$ cat config.mk
export PLATFORM = sky130hd
export DESIGN_NAME = ddc_output_serial_link_tx
export DESIGN_NICKNAME = d
export VERILOG_FILES = /design/src/rtl/ddc_output_serial_link_tx.v
export VERILOG_INCLUDE_DIRS = /design/src /design/src/rtl
export SDC_FILE = /design/constraint.sdc
export NUM_CORES = 1
export LEC_CHECK = 0
export ABC_AREA = 1
export BUFFER_PORTS_ARGS = -buffer_cell sky130_fd_sc_hd__buf_2
export CORE_ASPECT_RATIO = 0.8
export CORE_UTILIZATION = 55
export DETAILED_ROUTE_END_ITERATION = 8
export HOLD_SLACK_MARGIN = 0.03
export PLACE_DENSITY = 0.76
export SLEW_MARGIN = 15
export SYNTH_ARGS = -nofsm -noshare
export SYNTH_HDL_FRONTEND = slang
export SYNTH_SLANG_ARGS = --single-unit
export TNS_END_PERCENT = 100
$ cat constraint.sdc
create_clock -name CLOCK -period 5 [get_ports CLOCK]
set_input_delay 1 -clock CLOCK [delete_from_list [all_inputs] [get_ports CLOCK]]
set_output_delay 1 -clock CLOCK [all_outputs]
set_load 0.05 [all_outputs]
$ cat src/rtl/ddc_link_defines.vh
`ifndef DDC_LINK_DEFINES_VH
`define DDC_LINK_DEFINES_VH

// APB register byte addresses
`define ADDR_CTRL 12'h000
`define ADDR_STATUS 12'h004
`define ADDR_WORDS 12'h008

// Control register fields
`define CTRL_MODE_LO 0
`define CTRL_MODE_HI 2
`define CTRL_BOOST 3
`define CTRL_ENC64 4
`define CTRL_FEC 5
`define CTRL_ENABLE 6
`define CTRL_LANES_LO 8
`define CTRL_LANES_HI 11
`define CTRL_K_LO 16
`define CTRL_K_HI 23
`define CTRL_WMASK 32'h00ff0f7f
`define CTRL_RESET 32'h001f0000

// Link mode select codes
`define MODE_BYPASS 3'h0
`define MODE_DEC4 3'h1
`define MODE_DEC8 3'h2
`define MODE_DEC16 3'h3
`define MODE_DEC32 3'h4

// Log2 of decimation factors
`define SH_1 3'h0
`define SH_4 3'h2
`define SH_8 3'h3
`define SH_16 3'h4
`define SH_32 3'h5

// Link states
`define ST_OFF 3'h0
`define ST_CGS 3'h1
`define ST_WAIT 3'h2
`define ST_ILAS 3'h3
`define ST_DATA 3'h4

// Control characters and sync headers
`define K28_5 8'hbc
`define K28_0 8'h1c
`define K28_3 8'h7c
`define ILAS_MF_LAST 2'h3
`define BLK_LAST 2'h3
`define HDR_DATA 2'h1
`define HDR_NONE 2'h0

// Saturation limits for 15-bit results
`define SAT_MAX 15'h3fff
`define SAT_MIN 15'h4000

`endif

$ cat src/rtl/ddc_output_serial_link_tx.v
`include "ddc_link_defines.vh"

module ddc_output_serial_link_tx (
  input wire CLOCK,
  input wire RST_N,
  input wire CE,
  input wire PSEL,
  input wire PENABLE,
  input wire PWRITE,
  input wire [11:0] PADDR,
  input wire [31:0] PWDATA,
  output reg [31:0] PRDATA,
  output reg PREADY,
  output reg PSLVERR,
  input wire IN_VALID,
  input wire [14:0] IN_I,
  input wire [14:0] IN_Q,
  input wire IN_OVR_FIRST,
  input wire IN_OVR_SECOND,
  input wire SYNC_N,
  input wire SYSREF,
  output reg [15:0] TX_WORD,
  output reg [1:0] TX_CTRL_K,
  output reg TX_SAMPLE_VALID,
  output reg [1:0] TX_HDR,
  output reg TX_ENC64,
  output reg TX_FEC_EN,
  output reg [15:0] TX_LANE_EN,
  output reg NCO_SYNC
);

  ////////////////////////////////////////////////////////////////////////
  // Decode helpers

  // Log2 of the decimation factor for a mode code
  function [2:0] dec_shift;
    input [2:0] mode;
    begin
      case (mode)
        `MODE_DEC4: dec_shift = `SH_4;
        `MODE_DEC8: dec_shift = `SH_8;
        `MODE_DEC16: dec_shift = `SH_16;
        `MODE_DEC32: dec_shift = `SH_32;
        default: dec_shift = `SH_1;
      endcase
    end
  endfunction

  // Clamp a wide signed value into 15 bits
  function [14:0] sat15;
    input [21:0] v;
    begin
      if (!v[21] && (v[20:14] != 7'h00)) begin
        sat15 = `SAT_MAX;
      end else if (v[21] && (v[20:14] != 7'h7f)) begin
        sat15 = `SAT_MIN;
      end else begin
        sat15 = v[14:0];
      end
    end
  endfunction

  ////////////////////////////////////////////////////////////////////////
  // Registers and state

  reg [31:0] ctrl_ff;
  reg [31:0] words_ff;
  reg [2:0] state_ff;
  reg [7:0] lmfc_ff;
  reg [1:0] ilas_mf_ff;
  reg [1:0] blk_ff;
  reg sync_prev_ff;
  reg sysref_prev_ff;
  reg [4:0] cnt_ff;
  reg signed [19:0] acc_i_ff;
  reg signed [19:0] acc_q_ff;
  reg ovr0_ff;
  reg ovr1_ff;
  reg pend_ff;
  reg [15:0] pend_word_ff;
  reg have_ff;
  reg [15:0] word_ff;

  wire [2:0] mode = ctrl_ff[`CTRL_MODE_HI:`CTRL_MODE_LO];
  wire boost = ctrl_ff[`CTRL_BOOST];
  wire enc64 = ctrl_ff[`CTRL_ENC64];
  wire enable = ctrl_ff[`CTRL_ENABLE];
  wire [3:0] lanes_m1 = ctrl_ff[`CTRL_LANES_HI:`CTRL_LANES_LO];
  wire [7:0] k_m1 = ctrl_ff[`CTRL_K_HI:`CTRL_K_LO];
  wire [2:0] sh = dec_shift(mode);
  wire bypass = (sh == `SH_1);
  wire [4:0] cnt_last = (5'h01 << sh) - 5'h01;
  wire lmfc_wrap = (lmfc_ff == k_m1);
  wire sync_rise = SYNC_N && !sync_prev_ff;
  wire sync_fall = !SYNC_N && sync_prev_ff;
  wire sysref_rise = SYSREF && !sysref_prev_ff;
  wire apb_req = PSEL && PENABLE && !PREADY;
  wire apb_done = PSEL && PENABLE && PREADY;
  wire hit_ctrl = (PADDR == `ADDR_CTRL);
  wire hit_stat = (PADDR == `ADDR_STATUS);
  wire hit_words = (PADDR == `ADDR_WORDS);

  ////////////////////////////////////////////////////////////////////////
  // APB slave: one wait state, write lands on the completing edge

  always @(posedge CLOCK or negedge RST_N) begin
    if (!RST_N) begin
      ctrl_ff <= `CTRL_RESET;
      PREADY <= 1'b0;
      PRDATA <= 32'h00000000;
      PSLVERR <= 1'b0;
    end else if (CE) begin
      PREADY <= apb_req;
      PSLVERR <= apb_req && !(hit_ctrl || hit_stat || hit_words);
      if (apb_req && !PWRITE) begin
        if (hit_ctrl) begin
          PRDATA <= ctrl_ff;
        end else if (hit_stat) begin
          PRDATA <= {15'h0000, !SYNC_N, lmfc_ff, 5'h00, state_ff};
        end else if (hit_words) begin
          PRDATA <= words_ff;
        end else begin
          PRDATA <= 32'h00000000;
        end
      end
      if (apb_done && PWRITE && hit_ctrl) begin
        ctrl_ff <= PWDATA & `CTRL_WMASK;
      end
    end
  end

  ////////////////////////////////////////////////////////////////////////
  // Edge history of SYNC and SYSREF

  always @(posedge CLOCK or negedge RST_N) begin
    if (!RST_N) begin
      sync_prev_ff <= 1'b1;
      sysref_prev_ff <= 1'b0;
    end else if (CE) begin
      sync_prev_ff <= SYNC_N;
      sysref_prev_ff <= SYSREF;
    end
  end

  ////////////////////////////////////////////////////////////////////////
  // Multiframe / extended multiblock counter and 64B/66B block counter

  always @(posedge CLOCK or negedge RST_N) begin
    if (!RST_N) begin
      lmfc_ff <= 8'h00;
      blk_ff <= 2'h0;
    end else if (CE) begin
      if (sysref_rise) begin
        lmfc_ff <= 8'h00;
        blk_ff <= 2'h0;
      end else begin
        lmfc_ff <= lmfc_wrap ? 8'h00 : lmfc_ff + 8'h01;
        blk_ff <= blk_ff + 2'h1;
      end
    end
  end

  ////////////////////////////////////////////////////////////////////////
  // Link state machine, shared by all lanes so they stay aligned

  always @(posedge CLOCK or negedge RST_N) begin
    if (!RST_N) begin
      state_ff <= `ST_OFF;
      ilas_mf_ff <= 2'h0;
    end else if (CE) begin
      if (!enable) begin
        state_ff <= `ST_OFF;
      end else if (enc64) begin
        state_ff <= `ST_DATA;
      end else begin
        case (state_ff)
          `ST_OFF: begin
            state_ff <= `ST_CGS;
          end
          `ST_CGS: begin
            if (sync_rise) begin
              state_ff <= `ST_WAIT;
            end
          end
          `ST_WAIT: begin
            if (!SYNC_N) begin
              state_ff <= `ST_CGS;
            end else if (lmfc_wrap) begin
              state_ff <= `ST_ILAS;
              ilas_mf_ff <= 2'h0;
            end
          end
          `ST_ILAS: begin
            if (!SYNC_N) begin
              state_ff <= `ST_CGS;
            end else if (lmfc_wrap) begin
              ilas_mf_ff <= ilas_mf_ff + 2'h1;
              if (ilas_mf_ff == `ILAS_MF_LAST) begin
                state_ff <= `ST_DATA;
              end
            end
          end
          `ST_DATA: begin
            if (!SYNC_N) begin
              state_ff <= `ST_CGS;
            end
          end
          default: begin
            state_ff <= `ST_OFF;
          end
        endcase
      end
    end
  end

  ////////////////////////////////////////////////////////////////////////
  // Decimation by accumulate and dump with gain select

  wire signed [19:0] sum_i = acc_i_ff + {{5{IN_I[14]}}, IN_I};
  wire signed [19:0] sum_q = acc_q_ff + {{5{IN_Q[14]}}, IN_Q};
  wire [2:0] net_sh = sh - {2'h0, boost};
  wire signed [21:0] scl_i = $signed({{2{sum_i[19]}}, sum_i}) >>> net_sh;
  wire signed [21:0] scl_q = $signed({{2{sum_q[19]}}, sum_q}) >>> net_sh;
  wire ovr0_win = ovr0_ff || IN_OVR_FIRST;
  wire ovr1_win = ovr1_ff || IN_OVR_SECOND;

  always @(posedge CLOCK or negedge RST_N) begin
    if (!RST_N) begin
      cnt_ff <= 5'h00;
      acc_i_ff <= 20'h00000;
      acc_q_ff <= 20'h00000;
      ovr0_ff <= 1'b0;
      ovr1_ff <= 1'b0;
      have_ff <= 1'b0;
      word_ff <= 16'h0000;
      pend_ff <= 1'b0;
      pend_word_ff <= 16'h0000;
    end else if (CE) begin
      have_ff <= 1'b0;
      if (pend_ff) begin
        have_ff <= 1'b1;
        word_ff <= pend_word_ff;
        pend_ff <= 1'b0;
      end
      if (IN_VALID && bypass) begin
        have_ff <= 1'b1;
        word_ff <= {IN_I, IN_OVR_FIRST};
      end else if (IN_VALID && (cnt_ff == cnt_last)) begin
        cnt_ff <= 5'h00;
        acc_i_ff <= 20'h00000;
        acc_q_ff <= 20'h00000;
        ovr0_ff <= 1'b0;
        ovr1_ff <= 1'b0;
        have_ff <= 1'b1;
        word_ff <= {sat15(scl_i), ovr0_win};
        pend_ff <= 1'b1;
        pend_word_ff <= {sat15(scl_q), ovr1_win};
      end else if (IN_VALID) begin
        cnt_ff <= cnt_ff + 5'h01;
        acc_i_ff <= sum_i;
        acc_q_ff <= sum_q;
        ovr0_ff <= ovr0_win;
        ovr1_ff <= ovr1_win;
      end
    end
  end

  ////////////////////////////////////////////////////////////////////////
  // Lane word mux: commas, alignment sequence or sample words

  always @(posedge CLOCK or negedge RST_N) begin
    if (!RST_N) begin
      TX_WORD <= 16'h0000;
      TX_CTRL_K <= 2'h0;
      TX_SAMPLE_VALID <= 1'b0;
      TX_HDR <= `HDR_NONE;
      words_ff <= 32'h00000000;
    end else if (CE) begin
      TX_SAMPLE_VALID <= 1'b0;
      TX_HDR <= `HDR_NONE;
      TX_CTRL_K <= 2'h0;
      case (state_ff)
        `ST_CGS, `ST_WAIT: begin
          TX_WORD <= {`K28_5, `K28_5};
          TX_CTRL_K <= 2'h3;
        end
        `ST_ILAS: begin
          if (lmfc_ff == 8'h00) begin
            TX_WORD <= {`K28_0, lmfc_ff};
            TX_CTRL_K <= 2'h2;
          end else if (lmfc_wrap) begin
            TX_WORD <= {lmfc_ff, `K28_3};
            TX_CTRL_K <= 2'h1;
          end else begin
            TX_WORD <= {lmfc_ff, lmfc_ff};
          end
        end
        `ST_DATA: begin
          TX_WORD <= have_ff ? word_ff : 16'h0000;
          TX_SAMPLE_VALID <= have_ff;
          if (have_ff) begin
            words_ff <= words_ff + 32'h00000001;
          end
          if (enc64 && (blk_ff == 2'h0)) begin
            TX_HDR <= `HDR_DATA;
          end
        end
        default: begin
          TX_WORD <= 16'h0000;
        end
      endcase
    end
  end

  ////////////////////////////////////////////////////////////////////////
  // Coding, correction and oscillator-sync outputs

  always @(posedge CLOCK or negedge RST_N) begin
    if (!RST_N) begin
      TX_ENC64 <= 1'b0;
      TX_FEC_EN <= 1'b0;
      NCO_SYNC <= 1'b0;
    end else if (CE) begin
      TX_ENC64 <= enc64;
      TX_FEC_EN <= enc64 && ctrl_ff[`CTRL_FEC];
      NCO_SYNC <= enable && enc64 && sync_fall;
    end
  end

  ////////////////////////////////////////////////////////////////////////
  // Lane enables from the configured lane count

  genvar g;
  generate
    for (g = 0; g < 16; g = g + 1) begin : lane
      always @(posedge CLOCK or negedge RST_N) begin
        if (!RST_N) begin
          TX_LANE_EN[g] <= 1'b0;
        end else if (CE) begin
          TX_LANE_EN[g] <= enable && (g <= lanes_m1);
        end
      end
    end
  endgenerate

endmodule

## Word level (Yosys, flattened, before mapping)

Index checks and enable logic that the tools add are counted.

- Register bits after elaboration: 223
- Output and inout bits: 74
- Logic and storage cells: 216

- Add/subtract/negate cells: 9
- $lt $le $gt $ge: 15
- Equal/unequal tests: 24
- Shift operators: 3
- Multiplexer cells: 54
- Bitwise operators: 2
- Reduce and logical (&&, ||, !) cells: 66

Operators by type and width:

| operator | count |
|---|---|
| 32-bit 2-to-1 mux | 3 |
| 16-bit 2-to-1 mux | 5 |
| 20-bit 2-to-1 mux | 4 |
| 15-bit 2-to-1 mux | 4 |
| 16-bit case mux with 3 select lines | 1 |
| 20-bit by 3-bit >>> shifter with 22-bit output | 2 |
| 20-bit adder | 2 |
| 1-bit logical AND | 35 |
| 32-bit by 1-bit adder with 32-bit output (second input constant) | 1 |
| 4-bit less-or-equal comparator (first input constant) | 8 |
| 3-bit 2-to-1 mux | 9 |
| 8-bit 2-to-1 mux | 3 |
| 3-bit by 4-bit less-or-equal comparator with 1-bit output (first input constant) | 4 |
| 5-bit != test (second input constant) | 3 |
| 3-bit case mux with 5 select lines | 1 |
| 7-bit != test (second input constant) | 2 |
| 7-bit nonzero test | 2 |
| 1-bit 2-to-1 mux | 13 |
| 12-bit by 3-bit equality test with 1-bit output (second input constant) | 1 |
| 12-bit by 4-bit equality test with 1-bit output (second input constant) | 1 |
| 3-bit by 2-bit equality test with 1-bit output (second input constant) | 4 |
| 12-bit logical NOT | 1 |
| 2-bit 2-to-1 mux | 6 |
| 3-bit case mux with 4 select lines | 1 |
| other kinds (30) | 57 |

## Logic depth before layout (Yosys ltp)

- Word-level depth: 10
- Depth in mapped cells: 26
- Depth with buffers taken out: 25

## Worst setup path after synthesis

Ideal clock, no wire load.

- Path kind: input port to flip-flop
- Start point: in IN_I[0]
- End point: reg word_ff[11]
- Setup time: 0.116 ns
- Arrival time: 3.203 ns
- Required time: 4.884 ns
- Slack: 1.681 ns
- Stages on the path: 25
- Path buffers: 1
- Path through: ha_1 > fa_1 > nand2_1 > nand3_1 > nand3_1 > nand2_1 > nand2_1 > nand2_1 > nand2_1 > nand2_1 > nand2_1 > nand2_1 > nand2_1 > nand3_1 > nand2_1 > nand2_1 > inv_1 > nand2_1 > a21oi_1 > buf_4 > nand2_1 > nand2_1 > nand2_1 > nand2_1 > nand2_1

- Word-level cells in the longest chain between the ends: 8

Ends and longest elaborated chain:

| what | RTL line | text |
|---|---|---|
| from (decl) | ddc_output_serial_link_tx.v:16 | `input wire [14:0] IN_I,` |
| 20-bit adder (*) | ddc_output_serial_link_tx.v:219 | `wire signed [19:0] sum_i = acc_i_ff + {{5{IN_I[14]}}, IN_I};` |
| 20-bit by 3-bit >>> shifter with 22-bit output (*) | ddc_output_serial_link_tx.v:222 | `wire signed [21:0] scl_i = $signed({{2{sum_i[19]}}, sum_i}) >>> net_sh;` |
| 7-bit != test | ddc_output_serial_link_tx.v:55 | `end else if (v[21] && (v[20:14] != 7'h7f)) begin` |
| 1-bit logical AND | ddc_output_serial_link_tx.v:55 |  |
| 15-bit 2-to-1 mux | ddc_output_serial_link_tx.v:55 |  |
| 15-bit 2-to-1 mux (*) | ddc_output_serial_link_tx.v:53 | `if (!v[21] && (v[20:14] != 7'h00)) begin` |
| 16-bit 2-to-1 mux (*) | ddc_output_serial_link_tx.v:248 | `end else if (IN_VALID && (cnt_ff == cnt_last)) begin` |
| 16-bit 2-to-1 mux (*) | ddc_output_serial_link_tx.v:245 | `if (IN_VALID && bypass) begin` |
| to (signal assigned) | ddc_output_serial_link_tx.v:242 | `word_ff <= pend_word_ff;` |
| to (signal assigned) | ddc_output_serial_link_tx.v:247 | `word_ff <= {IN_I, IN_OVR_FIRST};` |
| to (signal assigned) | ddc_output_serial_link_tx.v:255 | `word_ff <= {sat15(scl_i), ovr0_win};` |
| to (decl) | ddc_output_serial_link_tx.v:82 | `reg [15:0] word_ff;` |

Every way passes the cells marked *; elsewhere a longest branch is shown, timed or not.
A chain may end at the register's enable or synchronous reset.

## Final worst setup path

- Start point: in IN_I[0]
- End point: reg word_ff[10]

The elaborated chain is that of the path after synthesis.

==> summary.md <==
| Metric | Value |
|---|---|
| Max Clk Rate | `261 MHz` |
| Worst Path Required | `5.41 ns` |
| Total chip power | `4640 µW` |
| Max-Cap Viols | `0` |
| Worst setup SP type | `input pin` |
| Peak VDD IR | `226 µV` |
| Syn nets | `2056` |
| Die Footprint | `26100 µm²` |
| Critical path endpoint category | `flop` |
| EDFF count, synth | `0` |
| HPWL Detailed | `28600 µm` |
| Syn_area_per_cell | `7.27 µm²` |
| Drt first pass iters | `5` |
| Outcome | `finished, final reports clean` |
| Post_cts resized | `0` |
| Critical path's largest stage delay | `0.62 ns` |
| Clock Pin Slew Worst Setup and Hold Paths | `0.06 ns` |
| Initial antenna violation count | `1` |
| Commonest cells after routing, fill and taps aside | `nand2_1, dfrtp_1, inv_1` |
| CTS max path bufs | `3` |
| Total global-route track usage | `29.4%` |
| Hold Path Class | `flop to flop` |
| CTS Root Cell | `clkbuf_16` |
| Post-route ant nets | `0` |
| First-pass GRT wire length | `61400 µm` |
| IO Port Bufs | `144` |
| CTS tree | `done` |
| Clock sink count | `222` |
| Final Skew | `0.0167 ns` |
| Vias | `13337` |
| Routed wire length | `38700 µm` |
| Post-layout min period | `3.83 ns` |
| FILL cells | `2239` |
| Die W | `180 µm` |
| CTS Buf Count | `23` |
| DRC errors left | `0` |
| Post-CTS Setup Bufs | `0` |
| Leak pwr | `0.00851 µW` |
| Worst-path maximum fanout | `11` |
| Row Count | `51` |
| Crit-path most repeated cell | `nand2_1` |
| Worst-Skew Late Latency | `0.53 ns` |
| Final Max Slew Viols | `0` |
| Flops & latches, synth | `222` |
| Die height | `145 µm` |
| Pwr Density | `294 nW/µm²` |
| Initial Util | `56.8%` |
| Drt via density | `5.62` |
| Area grow syn2layout | `12.8%` |
| Relative slew margins | `35.3%` |
| Pre-CTS setup slack | `0.736 ns` |
| GRT overflow | `0` |
| Final hold vios | `0` |
| WP data arrival | `4.24 ns` |
| Unique masters post-synth | `56` |
| Tcrit/Tclk final | `76.6%` |
| Top Ports | `159` |
| Vias in the first global route | `11956` |
| Highest-delay cell along the critical path | `a21oi_1` |
| Most common cell after layout, fill and taps aside | `nand2_1` |
| Placer congestion estimate | `0.945` |
| Final setup TNS | `0 ns` |
| CORE AREA | `24600 µm²` |
| CTS H-tree lvls | `1` |
| Final net count | `2172` |
| CTS Hold Bufs | `0` |
| Final setup vio count | `0` |
| Ys async rst share | `100%` |
| WS Path Type | `input pin to flop` |
| Largest net degree at the start of global routing | `114` |
| Initial drt markers | `1315` |
| Share of cells above drive strength 1 | `13.3%` |
| Most used DFF post-synth | `dfrtp_1` |
| Slew @ Worst Pin | `0.966 ns` |
| Mapped Area | `14000 µm²` |
| Fin worst setup slack | `1.17 ns` |
| RSZ-0062 raised after global routing | `no` |
| Yosys warns | `0` |
| Routed len/inst | `16.3 µm` |
| Final core occ | `64.0%` |
| Post-synthesis sequential area ratio | `39.8%` |
| Mapped Cells | `1923` |
==> through the flow <==
step,cell area [µm²],hold WS (ns),cells
2_1_floorplan,14000,0.441,1923
3_5_place_dp,15000,0.455,2332
6_report,15800,0.472,2375
4_1_cts,15800,0.470,2374
5_1_grt,15800,0.485,2374
3_3_place_gp,15000,0.453,2332
==> worst max-delay path: cells and delay by family <==
family / cells / cell delay (ns)
buffers and inverters: 2 / 0.17
AOI/OAI and AO/OA: 1 / 0.62
and+or+nand+nor: 20 / 1.71
adders and majority gates: 2 / 0.73
==> worst paths after layout <==
path	startpoint	to	slack, ns	cells after the start
max in group asynchronous	RST_N	sync_prev_ff$_DFFE_PN1P_	3.32	2
min reg2reg	PRDATA[30]$_DFFE_PN0P_	PRDATA[30]$_DFFE_PN0P_	0.47	2
max reg2reg	ctrl_ff[0]$_DFFE_PN0P_	word_ff[10]$_DFFE_PN0P_	1.19	20
max	IN_I[0]	word_ff[10]$_DFFE_PN0P_	1.17	25
min in group asynchronous	RST_N	acc_i_ff[12]$_DFFE_PN0P_	0.54	1
min	PRDATA[30]$_DFFE_PN0P_	PRDATA[30]$_DFFE_PN0P_	0.47	2
==> cell families after synthesis <==
family | after synthesis | share of synthesized area [%]
simple gates | 1021 | 31.2
compound gates | 304 | 12.4
buf+inv | 243 | 6.68
flops | 222 | 39.8
xor+xnor | 66 | 4.13
fa+ha+maj | 48 | 4.40
mux | 18 | 1.40
other cells | 1 | 0.0268
==> per-layer routing <==
layer	global-route usage, %	vias up	share of wire (%)
met5	0	-	0.049
met4	6.66	2	2.0
met3	6.60	56	9.5
met2	42.1	500	41
met1	44.6	6257	47
li1	-	6522	-
==> cell usage after synthesis (3+ instances only) <==
| cell | n | area (µm²) |
|---|---|---|
| o31ai_1 | 10 | 75.1 |
| nand2_2 | 5 | 31.3 |
| inv_1 | 163 | 612 |
| buf_4 | 4 | 30.0 |
| buf_2 | 4 | 20.0 |
| clkinv_1 | 4 | 15.0 |
| nand2_1 | 638 | 2390 |
| buf_1 | 7 | 26.3 |
| nor4_1 | 10 | 62.6 |
| nand3b_1 | 4 | 30.0 |
| mux2_2 | 12 | 135 |
| a32o_1 | 4 | 40.0 |
| o21a_1 | 3 | 22.5 |
| xor2_1 | 56 | 490 |
| nor2_4 | 3 | 33.8 |
| nor2_1 | 143 | 537 |
| o21ai_0 | 135 | 676 |
| xnor2_1 | 10 | 87.6 |
| o22ai_1 | 11 | 68.8 |
| nand3_1 | 144 | 721 |
| a221oi_1 | 14 | 123 |
| a21o_1 | 9 | 67.6 |
| dfrtp_1 | 216 | 5410 |
| inv_2 | 5 | 18.8 |
| clkbuf_1 | 55 | 206 |
| a21oi_1 | 94 | 470 |
| o21bai_1 | 5 | 37.5 |
| o2111ai_1 | 3 | 26.3 |
| o211ai_1 | 3 | 22.5 |
| nand4_1 | 13 | 81.3 |
| ha_1 | 46 | 576 |
| o21ai_1 | 3 | 15.0 |
| dfstp_2 | 6 | 158 |
| mux2i_1 | 6 | 60.1 |
| or2_2 | 22 | 138 |
| nor3_1 | 24 | 120 |
==> final cells by class <==
class                           instances  area, µm²  share of cell area [%]
Sequential cell                       222       5560                    35.3
Multi-Input combinational cell       1458       7500                    47.5
Inverter                              173        651                    4.12
Timing Repair Buffer                  161        871                    5.52
Tap cell                              318        398                    2.52
Antenna cell                            1       2.50                  0.0159
Clock inverter                          9       90.1                   0.571
Clock buffer                           33        703                    4.46
==> power by group <==
| group | switching [µW] | internal (µW) |
|---|---|---|
| Combinational | 596 | 237 |
| Clock | 752 | 1040 |
| Sequential | 97.2 | 1920 |
| Total | 1440 | 3190 |
==> state kept, by name, summed over array words and instances, names as in the netlist, 2 cells and up <==
| name | flops |
|---|---|
| PRDATA | 32 |
| TX_CTRL_K | 2 |
| TX_LANE_EN | 16 |
| TX_WORD | 16 |
| acc_i_ff | 20 |
| acc_q_ff | 20 |
| blk_ff | 2 |
| cnt_ff | 5 |
| ctrl_ff | 19 |
| ilas_mf_ff | 2 |
| lmfc_ff | 8 |
| pend_word_ff | 16 |
| state_ff | 3 |
| word_ff | 16 |
| words_ff | 32 |
No activity file was read; power rests on OpenSTA's default activity.
